## src/design/prox_regs_pkg.sv

```systemverilog
// constants for the proximity threshold and parameter mailbox register bank
// assumes one 250 MHz clock and a host on an open-drain two-wire serial bus
package prox_regs_pkg;
  localparam int unsigned CLOCK_MHZ = 250;
  localparam logic [6:0] SLAVE_ADDR = 7'h2A;  // arbitrary bus address
  localparam logic [7:0] OFF_PROX2_LOW = 8'h13;
  localparam logic [7:0] OFF_PROX2_HIGH = 8'h14;
  localparam logic [7:0] OFF_PROX3_LOW = 8'h15;
  localparam logic [7:0] OFF_PROX3_HIGH = 8'h16;
  localparam logic [7:0] OFF_PARAMETER_WRITE_MAILBOX = 8'h17;
  localparam logic [7:0] OFF_COMMAND = 8'h18;
  localparam logic [7:0] RESET_BYTE = 8'h00;
  localparam logic [15:0] RESET_WORD = 16'h0000;
  localparam logic [7:0] UNMAPPED_READ = 8'h00;
  localparam logic [3:0] BITS_PER_BYTE = 4'h8;
  localparam logic [3:0] BIT_CNT_ZERO = 4'h0;
  localparam logic [7:0] PTR_STEP = 8'h01;
  localparam int unsigned LEGACY_SHIFT = 8;
  localparam int unsigned NUM_CHANNELS = 2;
  localparam int unsigned CH_PROX2 = 0;
  localparam int unsigned CH_PROX3 = 1;

  typedef enum logic [2:0] {
    ST_IDLE = 3'b000,
    ST_ADDR = 3'b001,
    ST_ACK = 3'b010,
    ST_PTR = 3'b011,
    ST_WDATA = 3'b100,
    ST_RDATA = 3'b101,
    ST_RACK = 3'b110
  } serial_state_t;
endpackage

```

## src/design/sync2.sv

```systemverilog
// two-flop synchroniser for one level coming from a pin
// assumes the input may change at any time relative to clock
module sync2
  import prox_regs_pkg::*;
(
  input wire logic clock,
  input wire logic rst,
  input wire logic async_in,
  input wire logic reset_level,
  output logic sync_out
);
  logic stage1_ff;

  // stage1_ff feeds only the second flop to give metastability a full cycle
  always_ff @(posedge clock) begin
    if (rst) begin
      stage1_ff <= reset_level;
      sync_out <= reset_level;
    end else begin
      stage1_ff <= async_in;
      sync_out <= stage1_ff;
    end
  end
endmodule // sync2

```

## src/design/threshold_compare.sv

```systemverilog
// per-channel threshold comparator with a sticky event flag
// assumes measurement and control inputs come from logic on the same clock
module threshold_compare
  import prox_regs_pkg::*;
(
  input wire logic clock,
  input wire logic rst,
  input wire logic [15:0] measurement,
  input wire logic measurement_valid,
  input wire logic [15:0] threshold,
  input wire logic autonomous_run,
  input wire logic flag_clear,
  output logic flag_ff
);
  logic crossing;

  // threshold is used as it stands, so a half-written update is compared too
  assign crossing = measurement_valid & autonomous_run & (measurement > threshold);

  // set wins over clear so an event in the clear cycle is kept
  always_ff @(posedge clock) begin
    if (rst) begin
      flag_ff <= 1'b0;
    end else if (crossing) begin
      flag_ff <= 1'b1;
    end else if (flag_clear) begin
      flag_ff <= 1'b0;
    end
  end
endmodule // threshold_compare

```

## src/design/proximity_threshold_param_regs.sv

```systemverilog
// serial register bank: two proximity thresholds, parameter and command mailboxes
// assumes open-drain scl/sda resolved outside, measurements on the local clock
module proximity_threshold_param_regs
  import prox_regs_pkg::*;
(
  input wire logic clock,
  input wire logic rst,
  input wire logic scl_in,
  input wire logic sda_in,
  output logic sda_out,
  output logic sda_oe_n,
  input wire logic legacy_rev_strap,
  input wire logic autonomous_run,
  input wire logic [15:0] prox2_measurement,
  input wire logic prox2_measurement_valid,
  input wire logic [15:0] prox3_measurement,
  input wire logic prox3_measurement_valid,
  input wire logic [1:0] flag_clear,
  input wire logic [1:0] irq_enable,
  output logic [1:0] channel_flag,
  output logic int_n,
  output logic [15:0] second_channel_threshold,
  output logic [15:0] third_channel_threshold,
  output logic [7:0] parameter_write_mailbox,
  output logic [7:0] command_value,
  output logic command_strobe,
  output logic wake_request
);
  logic scl_s;
  logic sda_s;
  logic strap_s;
  logic scl_q_ff;
  logic sda_q_ff;
  logic scl_rise;
  logic scl_fall;
  logic start_det;
  logic stop_det;
  serial_state_t state_ff;
  logic [3:0] bit_cnt_ff;
  logic [7:0] shift_ff;
  logic [7:0] tx_ff;
  logic [7:0] ptr_ff;
  logic rw_ff;
  logic got_ptr_ff;
  logic more_ff;
  logic wr_fire;
  logic [7:0] rd_data;
  logic legacy_ff;
  logic strap_taken_ff;
  logic [1:0] strap_wait_ff;
  logic [7:0] prox2_threshold_low_ff;
  logic [7:0] prox2_threshold_high_ff;
  logic [7:0] prox3_threshold_low_ff;
  logic [7:0] prox3_threshold_high_ff;
  logic [7:0] param_ff;
  logic [15:0] nxt_prox2_threshold;
  logic [15:0] nxt_prox3_threshold;
  logic [15:0] meas_arr [NUM_CHANNELS];
  logic meas_valid_arr [NUM_CHANNELS];
  logic [15:0] thr_arr [NUM_CHANNELS];

  sync2 u_sync_scl (
    .clock(clock),
    .rst(rst),
    .async_in(scl_in),
    .reset_level(1'b1),
    .sync_out(scl_s)
  );

  sync2 u_sync_sda (
    .clock(clock),
    .rst(rst),
    .async_in(sda_in),
    .reset_level(1'b1),
    .sync_out(sda_s)
  );

  sync2 u_sync_strap (
    .clock(clock),
    .rst(rst),
    .async_in(legacy_rev_strap),
    .reset_level(1'b1),
    .sync_out(strap_s)
  );

  // strap caught once after release; changing it later has no effect
  // waits two cycles so the synchroniser shows the pin, not its reset level
  always_ff @(posedge clock) begin
    if (rst) begin
      legacy_ff <= 1'b0;
      strap_taken_ff <= 1'b0;
      strap_wait_ff <= 2'h0;
    end else if (!strap_wait_ff[1]) begin
      strap_wait_ff <= {strap_wait_ff[0], 1'b1};
    end else if (!strap_taken_ff) begin
      legacy_ff <= strap_s;
      strap_taken_ff <= 1'b1;
    end
  end

  always_ff @(posedge clock) begin
    if (rst) begin
      scl_q_ff <= 1'b1;
      sda_q_ff <= 1'b1;
    end else begin
      scl_q_ff <= scl_s;
      sda_q_ff <= sda_s;
    end
  end

  assign scl_rise = scl_s & ~scl_q_ff;
  assign scl_fall = ~scl_s & scl_q_ff;
  assign start_det = scl_s & scl_q_ff & sda_q_ff & ~sda_s;
  assign stop_det = scl_s & scl_q_ff & ~sda_q_ff & sda_s;
  assign wr_fire = (state_ff == ST_WDATA) & scl_fall & (bit_cnt_ff == BITS_PER_BYTE);

  // serial slave: address, pointer, then auto-incrementing data bytes
  always_ff @(posedge clock) begin
    if (rst) begin
      state_ff <= ST_IDLE;
      bit_cnt_ff <= BIT_CNT_ZERO;
      shift_ff <= RESET_BYTE;
      tx_ff <= RESET_BYTE;
      ptr_ff <= RESET_BYTE;
      rw_ff <= 1'b0;
      got_ptr_ff <= 1'b0;
      more_ff <= 1'b0;
      sda_oe_n <= 1'b1;
    end else if (start_det) begin
      state_ff <= ST_ADDR;
      bit_cnt_ff <= BIT_CNT_ZERO;
      got_ptr_ff <= 1'b0;
      sda_oe_n <= 1'b1;
    end else if (stop_det) begin
      state_ff <= ST_IDLE;
      sda_oe_n <= 1'b1;
    end else begin
      unique case (state_ff)
        ST_IDLE: begin
          sda_oe_n <= 1'b1;
        end
        ST_ADDR, ST_PTR, ST_WDATA: begin
          if (scl_rise && bit_cnt_ff < BITS_PER_BYTE) begin
            shift_ff <= {shift_ff[6:0], sda_s};
            bit_cnt_ff <= bit_cnt_ff + 4'h1;
          end else if (scl_fall && bit_cnt_ff == BITS_PER_BYTE) begin
            bit_cnt_ff <= BIT_CNT_ZERO;
            if (state_ff == ST_ADDR) begin
              if (shift_ff[7:1] == SLAVE_ADDR) begin
                rw_ff <= shift_ff[0];
                state_ff <= ST_ACK;
                sda_oe_n <= 1'b0;
              end else begin
                state_ff <= ST_IDLE;
              end
            end else if (state_ff == ST_PTR) begin
              ptr_ff <= shift_ff;
              got_ptr_ff <= 1'b1;
              state_ff <= ST_ACK;
              sda_oe_n <= 1'b0;
            end else begin
              ptr_ff <= ptr_ff + PTR_STEP;
              state_ff <= ST_ACK;
              sda_oe_n <= 1'b0;
            end
          end
        end
        ST_ACK: begin
          if (scl_fall) begin
            bit_cnt_ff <= BIT_CNT_ZERO;
            if (rw_ff) begin
              tx_ff <= rd_data;
              sda_oe_n <= rd_data[7];
              state_ff <= ST_RDATA;
            end else begin
              sda_oe_n <= 1'b1;
              state_ff <= got_ptr_ff ? ST_WDATA : ST_PTR;
            end
          end
        end
        ST_RDATA: begin
          if (scl_rise) begin
            bit_cnt_ff <= bit_cnt_ff + 4'h1;
          end else if (scl_fall) begin
            if (bit_cnt_ff == BITS_PER_BYTE) begin
              sda_oe_n <= 1'b1;
              ptr_ff <= ptr_ff + PTR_STEP;
              state_ff <= ST_RACK;
            end else begin
              tx_ff <= {tx_ff[6:0], 1'b0};
              sda_oe_n <= tx_ff[6];
            end
          end
        end
        ST_RACK: begin
          if (scl_rise) begin
            more_ff <= ~sda_s;
          end else if (scl_fall) begin
            bit_cnt_ff <= BIT_CNT_ZERO;
            if (more_ff) begin
              tx_ff <= rd_data;
              sda_oe_n <= rd_data[7];
              state_ff <= ST_RDATA;
            end else begin
              state_ff <= ST_IDLE;
            end
          end
        end
        default: begin
          state_ff <= ST_IDLE;
          sda_oe_n <= 1'b1;
        end
      endcase
    end
  end

  // open drain: the data line is only ever pulled low
  always_ff @(posedge clock) begin
    sda_out <= 1'b0;
  end

  // byte registers; each byte lands on its own with no shadowing; legacy mode drops high-byte writes
  always_ff @(posedge clock) begin
    if (rst) begin
      prox2_threshold_low_ff <= RESET_BYTE;
      prox2_threshold_high_ff <= RESET_BYTE;
      prox3_threshold_low_ff <= RESET_BYTE;
      prox3_threshold_high_ff <= RESET_BYTE;
      param_ff <= RESET_BYTE;
    end else if (wr_fire) begin
      unique case (ptr_ff)
        OFF_PROX2_LOW: prox2_threshold_low_ff <= shift_ff;
        OFF_PROX2_HIGH: if (!legacy_ff) prox2_threshold_high_ff <= shift_ff;
        OFF_PROX3_LOW: prox3_threshold_low_ff <= shift_ff;
        OFF_PROX3_HIGH: if (!legacy_ff) prox3_threshold_high_ff <= shift_ff;
        OFF_PARAMETER_WRITE_MAILBOX: param_ff <= shift_ff;
        default: ;
      endcase
    end
  end

  // command mailbox: the only write that raises a wake request
  always_ff @(posedge clock) begin
    if (rst) begin
      command_value <= RESET_BYTE;
      command_strobe <= 1'b0;
      wake_request <= 1'b0;
    end else begin
      command_strobe <= wr_fire & (ptr_ff == OFF_COMMAND);
      wake_request <= wr_fire & (ptr_ff == OFF_COMMAND);
      if (wr_fire && ptr_ff == OFF_COMMAND) begin
        command_value <= shift_ff;
      end
    end
  end

  always_comb begin
    unique case (ptr_ff)
      OFF_PROX2_LOW: rd_data = prox2_threshold_low_ff;
      OFF_PROX2_HIGH: rd_data = legacy_ff ? UNMAPPED_READ : prox2_threshold_high_ff;
      OFF_PROX3_LOW: rd_data = prox3_threshold_low_ff;
      OFF_PROX3_HIGH: rd_data = legacy_ff ? UNMAPPED_READ : prox3_threshold_high_ff;
      OFF_PARAMETER_WRITE_MAILBOX: rd_data = param_ff;
      OFF_COMMAND: rd_data = command_value;
      default: rd_data = UNMAPPED_READ;
    endcase
  end

  // legacy compressed byte expands by a fixed shift; coarse but monotonic
  always_comb begin
    if (legacy_ff) begin
      nxt_prox2_threshold = {RESET_BYTE, prox2_threshold_low_ff} << LEGACY_SHIFT;
      nxt_prox3_threshold = {RESET_BYTE, prox3_threshold_low_ff} << LEGACY_SHIFT;
    end else begin
      nxt_prox2_threshold = {prox2_threshold_high_ff, prox2_threshold_low_ff};
      nxt_prox3_threshold = {prox3_threshold_high_ff, prox3_threshold_low_ff};
    end
  end

  always_ff @(posedge clock) begin
    if (rst) begin
      second_channel_threshold <= RESET_WORD;
      third_channel_threshold <= RESET_WORD;
      parameter_write_mailbox <= RESET_BYTE;
    end else begin
      second_channel_threshold <= nxt_prox2_threshold;
      third_channel_threshold <= nxt_prox3_threshold;
      parameter_write_mailbox <= param_ff;
    end
  end

  assign meas_arr[CH_PROX2] = prox2_measurement;
  assign meas_arr[CH_PROX3] = prox3_measurement;
  assign meas_valid_arr[CH_PROX2] = prox2_measurement_valid;
  assign meas_valid_arr[CH_PROX3] = prox3_measurement_valid;
  assign thr_arr[CH_PROX2] = second_channel_threshold;
  assign thr_arr[CH_PROX3] = third_channel_threshold;

  // one comparator per channel; each gates on autonomous_run, so no flag sets while paused
  for (genvar ch = 0; ch < NUM_CHANNELS; ch++) begin : g_channel
    threshold_compare u_cmp (
      .clock(clock),
      .rst(rst),
      .measurement(meas_arr[ch]),
      .measurement_valid(meas_valid_arr[ch]),
      .threshold(thr_arr[ch]),
      .autonomous_run(autonomous_run),
      .flag_clear(flag_clear[ch]),
      .flag_ff(channel_flag[ch])
    );
  end

  // pin goes low when any enabled flag is set
  always_ff @(posedge clock) begin
    if (rst) begin
      int_n <= 1'b1;
    end else begin
      int_n <= ~|(channel_flag & irq_enable);
    end
  end
endmodule // proximity_threshold_param_regs

```

## config.mk

```make
export PLATFORM = sky130hd
export DESIGN_NAME = proximity_threshold_param_regs
export DESIGN_NICKNAME = d
export VERILOG_FILES = /design/src/design/prox_regs_pkg.sv /design/src/design/sync2.sv /design/src/design/threshold_compare.sv /design/src/design/proximity_threshold_param_regs.sv
export SDC_FILE = /design/constraint.sdc
export NUM_CORES = 1
export LEC_CHECK = 0
export BUFFER_PORTS_ARGS = -buffer_cell sky130_fd_sc_hd__buf_4
export CAP_MARGIN = 15
export CORE_MARGIN = 4
export CORE_UTILIZATION = 30
export DETAILED_ROUTE_END_ITERATION = 12
export GPL_TIMING_DRIVEN = 0
export PLACE_DENSITY = 0.5
export SLEW_MARGIN = 20
export SYNTH_ARGS = -nofsm -noshare
export SYNTH_HDL_FRONTEND = slang
export SYNTH_SLANG_ARGS = --single-unit
export TNS_END_PERCENT = 20
```

## constraint.sdc

```tcl
create_clock -name clock -period 2.7 [get_ports clock]
set_clock_uncertainty 0.05 [all_clocks]
set_input_delay 0.135 -clock clock [delete_from_list [all_inputs] [get_ports clock]]
set_output_delay 0.135 -clock clock [all_outputs]
set_load 0.1 [all_outputs]
```

Word level (Yosys, flattened, before mapping)

Index checks and enable logic that the tools add are counted.

Bitwise logic cells: 26
Reduce and logical (&&, ||, !) cells: 31
Multiplexer cells: 62
Add/sub/neg operators: 2
$lt $le $gt $ge: 3
Eq/ne operators: 38

Operators with widths:

| operator                                                         | count |
|---|---|
| 8-bit two-way mux                                                | 9 |
| 7-bit two-way mux                                                | 8 |
| 8-bit by 5-bit == test with 1-bit output (second input constant) | 6 |
| 8-bit one-hot mux with 6 select lines                            | 1 |
| 3-bit two-way mux                                                | 12 |
| 9-bit AND reduction                                              | 4 |
| 16-bit > comparator                                              | 2 |
| 16-bit two-way mux                                               | 2 |
| 4-bit inequality test (second input constant)                    | 8 |
| 2-bit inequality test (second input constant)                    | 13 |
| 7-bit one-hot mux with 3 select lines                            | 1 |
| 4-bit two-way mux                                                | 5 |
| 1-bit two-way mux                                                | 18 |
| 4-bit one-hot mux with 4 select lines                            | 1 |
| 8-bit one-hot mux with 2 select lines                            | 1 |
| 3-bit one-hot mux with 5 select lines                            | 1 |
| 1-bit AND                                                        | 14 |
| 1-bit inverter                                                   | 11 |
| 11-bit AND reduction                                             | 1 |
| 3-bit == test (second input constant)                            | 3 |
| 3-bit inequality test (second input constant)                    | 3 |
| 8-bit by 1-bit adder with 8-bit output (second input constant)   | 1 |
| 2-bit AND reduction                                              | 4 |
| 4-bit AND reduction                                              | 2 |
| other kinds (21)                                                 | 31 |

Register bits: 138

Depth between registers and ports, before layout

Depth after elaboration: 8
Depth in mapped cells: 9
Mapped depth without buffers: 7

Hierarchy

From an unflattened synthesis, not the netlist that was laid out.

Cell total of the unflattened synthesis: 745
Area, all modules: 6,723.9 µm²

Modules (own cells, without submodules):

| module                         | seq. area each (µm²) | area each (µm²) | cells an instance | instances |
|---|---|---|---|---|
| proximity_threshold_param_regs | 2,602.5              | 5,625.4         | 605               | 1 |
| threshold_compare              | 20.0                 | 455.4           | 64                | 2 |
| sync2                          | 40.0                 | 62.6            | 4                 | 3 |

Worst setup path after synthesis

Ideal clock, no wire load.

Path type: flip-flop to flip-flop
From: register third_channel_threshold[14]
To: register g_channel[1].u_cmp.flag_ff
Data required time: 2.527 ns
Arrival time: 2.262 ns
Path buffers: 0
Stages on the path, launching flop included: 7
Clock period less this slack: 2.435 ns
Path slack: 0.265 ns
Path through: dfxtp_1 inv_1 ha_1 nand4_1 or4_1 o211ai_1 o21ai_0

Word-level cells in the longest chain between the ends: 3
Elaborated cells between the ends (all ways): 4
Those cells by class: order compare (1); mux (1); bitwise (1); reduce/logical (1)

Ends and longest elaborated chain:

| item                                                           | line                                  | RTL |
|---|---|---|
| from (decl)                                                    | proximity_threshold_param_regs.sv:23  | `output logic [15:0] third_channel_threshold,` |
| from (signal assigned)                                         | proximity_threshold_param_regs.sv:287 | `third_channel_threshold <= nxt_prox3_threshold;` |
| 16-bit > comparator (*)                                        | threshold_compare.sv:18               | `assign crossing = measurement_valid & autonomous_run & (measurement > threshold);` |
| 1-bit AND (*)                                                  | threshold_compare.sv:18               |  |
| 1-bit two-way mux / 2-bit nonzero test (equally long branches) | -                                     |  |
| to (signal assigned)                                           | threshold_compare.sv:23               | `flag_ff <= 1'b0;` |
| to (signal assigned)                                           | threshold_compare.sv:25               | `flag_ff <= 1'b1;` |
| to (signal assigned)                                           | threshold_compare.sv:27               | `flag_ff <= 1'b0;` |
| to (decl)                                                      | threshold_compare.sv:13               | `output logic flag_ff` |

Mark *: on every way between the ends. The rest lies on a longest branch, timed or not.
A chain may end at the register's enable or synchronous reset.

Worst setup path after layout

From: register third_channel_threshold[15]
To: register g_channel[1].u_cmp.flag_ff

Same word-level chain as after synthesis.

==> impl_metrics.tcl <==
set metrics [dict create \
    critPathKind "reg2reg" \
    syn-cell-area_um2 6740 \
    grt.overflow.total 0 \
    port_buffers 96 \
    synth_fp_nets 841 \
    synth.area.top_cells "dfxtp_1, mux2i_1, ha_1" \
    yosysSeqAreaShare_pct 41.0 \
    clk_latency_ns 0.43 \
    run_status "completed" \
    critical_path_arrival_ns 2.82 \
    ys.flop_type "dfxtp_1" \
    period_share_pct 92.4 \
    final_cell_mix "dfxtp_1, buf_4, nor2_1, mux2i_1, nand2_1" \
    fillerInstances 2257 \
    ys_ff_latch 138 \
    layout_commonest_cell "dfxtp_1" \
    critPathLaunchType "flip-flop" \
    synth_edf_count 0 \
    hpwlAfterDp_um 14800 \
    fmax_mhz 401 \
    seq_area_um2 2760 \
    ant_nets 0 \
    maxCapViolations 0 \
    synthCells 759 \
    synth_top_area_share_pct 41.0 \
    worstMarginPinSlew_ns 0.847 \
    multiInputGateArea_um2 3560 \
    cts_tree "built" \
    syn_to_final_growth_pct 25.6 \
    cts_root_buf "clkbuf_16" \
    grt_max_degree 17 \
    leakagePower_nw 3.49 \
    critPathBufInv 2 \
    critPathCaptureType "flip-flop" \
    cp.required_ns 3.02 \
    dieHeight_um 158 \
    drive_above_1_share_pct 20.8 \
    antenna_found_initial 0 \
    synth-async-reset-ratio_pct 0 \
    grt_pass1_vias 5659 \
    drt_iter0_markers 443 \
    pwr-share-seq_pct 44.5 \
    dieArea_um2 24900 \
    finalMaxSlewViolations 0 \
    cts.sink_count 138 \
    rsz0062_at_grt "false" \
    combPwrFrac_pct 5.7 \
    yosysWarnings 0 \
    gp_congestion 0.861 \
    grtUsageTotal_pct 16.3 \
    crit_fanout 3 \
    ir_drop_mv 0.403 \
    die_w_um 158 \
    grt_pass1_wl_um 31300 \
    post-synth-top-area-cell "dfxtp_1" \
    switching_share_pct 25.2 \
    critPathTopFamily "simple AND/OR/NAND/NOR gates" \
    drt_wl_total_um 20100 \
    fin_util_pct 38.5 \
    cts_buffer_depth 2 \
    finalSetupTns_ns 0 \
    powerDensity_nw_per_um2 547 \
    p_int_mw 3.46 \
    drc 0 \
    fin_crit_ns 2.50 \
    maxSlewHeadroom_pct 43.5 \
    synth_cell_types 65 \
    min_path_type "in2reg" \
    dr.pass1.iters 5 \
    vias_per_cell 4.93 \
    clockPowerShare_pct 49.8 \
    wire_per_inst_um 17.1 \
    critPathSlowestCell "or4_1" \
    ctsResizeCount 0 \
    io_pins 99 \
    nets 963 \
    vias 5789 \
    switchingPower_mw 1.17 \
    hold_viol_final 0 \
    start_util_pct 30.7 \
    setup_violations 0 \
    avgSynthCellArea_um2 8.88 \
    coreArea_um2 22000 \
    max_stage_delay_ns 0.60 \
    crit_chain "inv_1 -> ha_1 -> nand4_1 -> or4_1 -> a21oi_1 -> nor4_1 -> o21ai_0 -> dlygate4sd3_1" \
    path_clk_slew_ns 0.06 \
    cts.htree.levels 4 \
    numCtsBuffers 17 \
    rows 54 \
    diodes 0 \
]
## repair_timing
action                    in CTS  in global routing
hold buffers                   7                  0
setup buffers                  0                  0
hold endpoints to repair       5                  0
## final cells by class
cell class,count,share of cell area (%)
Multi-Input combinational cell,526,42.1
Clock buffer,17,5.03
Inverter,43,1.91
Timing Repair Buffer,103,9.34
Sequential cell,138,32.6
Buffer,52,2.94
Clock inverter,15,1.88
Tap cell,280,4.14
## path summary, 6_finish.rpt
path                               startpoint                    endpoint  slack (ns)  cells past startpoint
hold reg to reg          u_sync_scl.stage1_ff         u_sync_scl.sync_out        0.36                      1
hold / removal                  irq_enable[1]                       int_n        0.01                      3
setup / recovery  third_channel_threshold[15]  g_channel[1].u_cmp.flag_ff        0.20                      8
setup reg to reg  third_channel_threshold[15]  g_channel[1].u_cmp.flag_ff        0.20                      8
## Yosys cell counts (5+ instances only)
cell type and instances:
a21oi_2 8, nand2b_1 11, o21ai_0 17, a22oi_1 8, nand4_1 9, a222oi_1 5
inv_1 42, buf_4 5, nand2_1 62, a21o_1 8, nor2_1 94, o221ai_1 6
dfxtp_1 138, o211ai_1 6, nand3_1 12, clkbuf_1 23, buf_2 16, and2_1 18
buf_1 6, and3b_1 6, ha_1 38, and3_1 5, nand2_2 8, a211oi_1 5
a221oi_1 7, a21oi_1 41, nor2b_1 18, a22o_1 6, mux2i_1 65, or2_2 8
## kinds of logic (layout without fill, tap and decap cells)
kind of cell | Yosys count | count (layout) | synth area share [%]
AOI/OAI and AO/OA | 141 | 141 | 14.6
xor gates and xnor gates | 2 | 2 | 0.260
adders and majority gates | 38 | 38 | 7.06
buffers and inverters | 95 | 230 | 6.09
DFF | 138 | 138 | 41.0
muxes | 68 | 68 | 10.2
other | 1 | 1 | 0.0557
and+or+nand+nor | 276 | 276 | 20.8
## power groups by stage
stage / clock, mW / sequential, mW / combinational (mW)
3_5_place_dp: 0 / 2.11 / 0.260
4_1_cts: 2.36 / 2.06 / 0.269
2_1_floorplan: 0 / 2.11 / 0.151
5_1_grt: 2.46 / 2.06 / 0.294
6_report: 2.30 / 2.06 / 0.266
3_3_place_gp: 0 / 2.11 / 0.259
## per-layer routing
metal | wire, µm | GRT usage [%] | up-vias
li1 | - | - | 2883
met1 | 9290 | 21.1 | 2691
met2 | 9220 | 26.6 | 176
met3 | 1040 | 3.36 | 39
met4 | 524 | 6.35 | 0
met5 | 0 | 0 | -
## worst register-to-register path: cells and delay by family (launching register included)
kind	cells	cell delay, ns
buf+inv	2	0.61
fa+ha+maj	1	0.29
flops	1	0.35
compound gates	2	0.30
simple gates	3	0.84
## per-stage QoR
stage | worst slack (ns) | hold slack, ns | cells | area, µm² | total power [mW]
after floorplan | 0.265 | 0.189 | 759 | 6740 | 2.26
after global placement | 0.331 | 0.273 | 1135 | 7810 | 2.36
after detailed placement | 0.328 | 0.273 | 1135 | 7810 | 2.37
after CTS | 0.186 | 0.0156 | 1174 | 8460 | 4.69
after global routing | 0.0605 | 0.0141 | 1174 | 8460 | 4.81
final | 0.204 | 0.0136 | 1174 | 8460 | 4.63
## registers in the layout, summed over array words and instances, names as in the netlist, 3 cells and up
name                      cells
second_channel_threshold     16
third_channel_threshold      16
command_value                 8
param_ff                      8
parameter_write_mailbox       8
prox2_threshold_high_ff       8
prox2_threshold_low_ff        8
prox3_threshold_high_ff       8
prox3_threshold_low_ff        8
ptr_ff                        8
shift_ff                      8
tx_ff                         7
bit_cnt_ff                    4
state_ff                      3
Power figures use the tool's default switching activity.
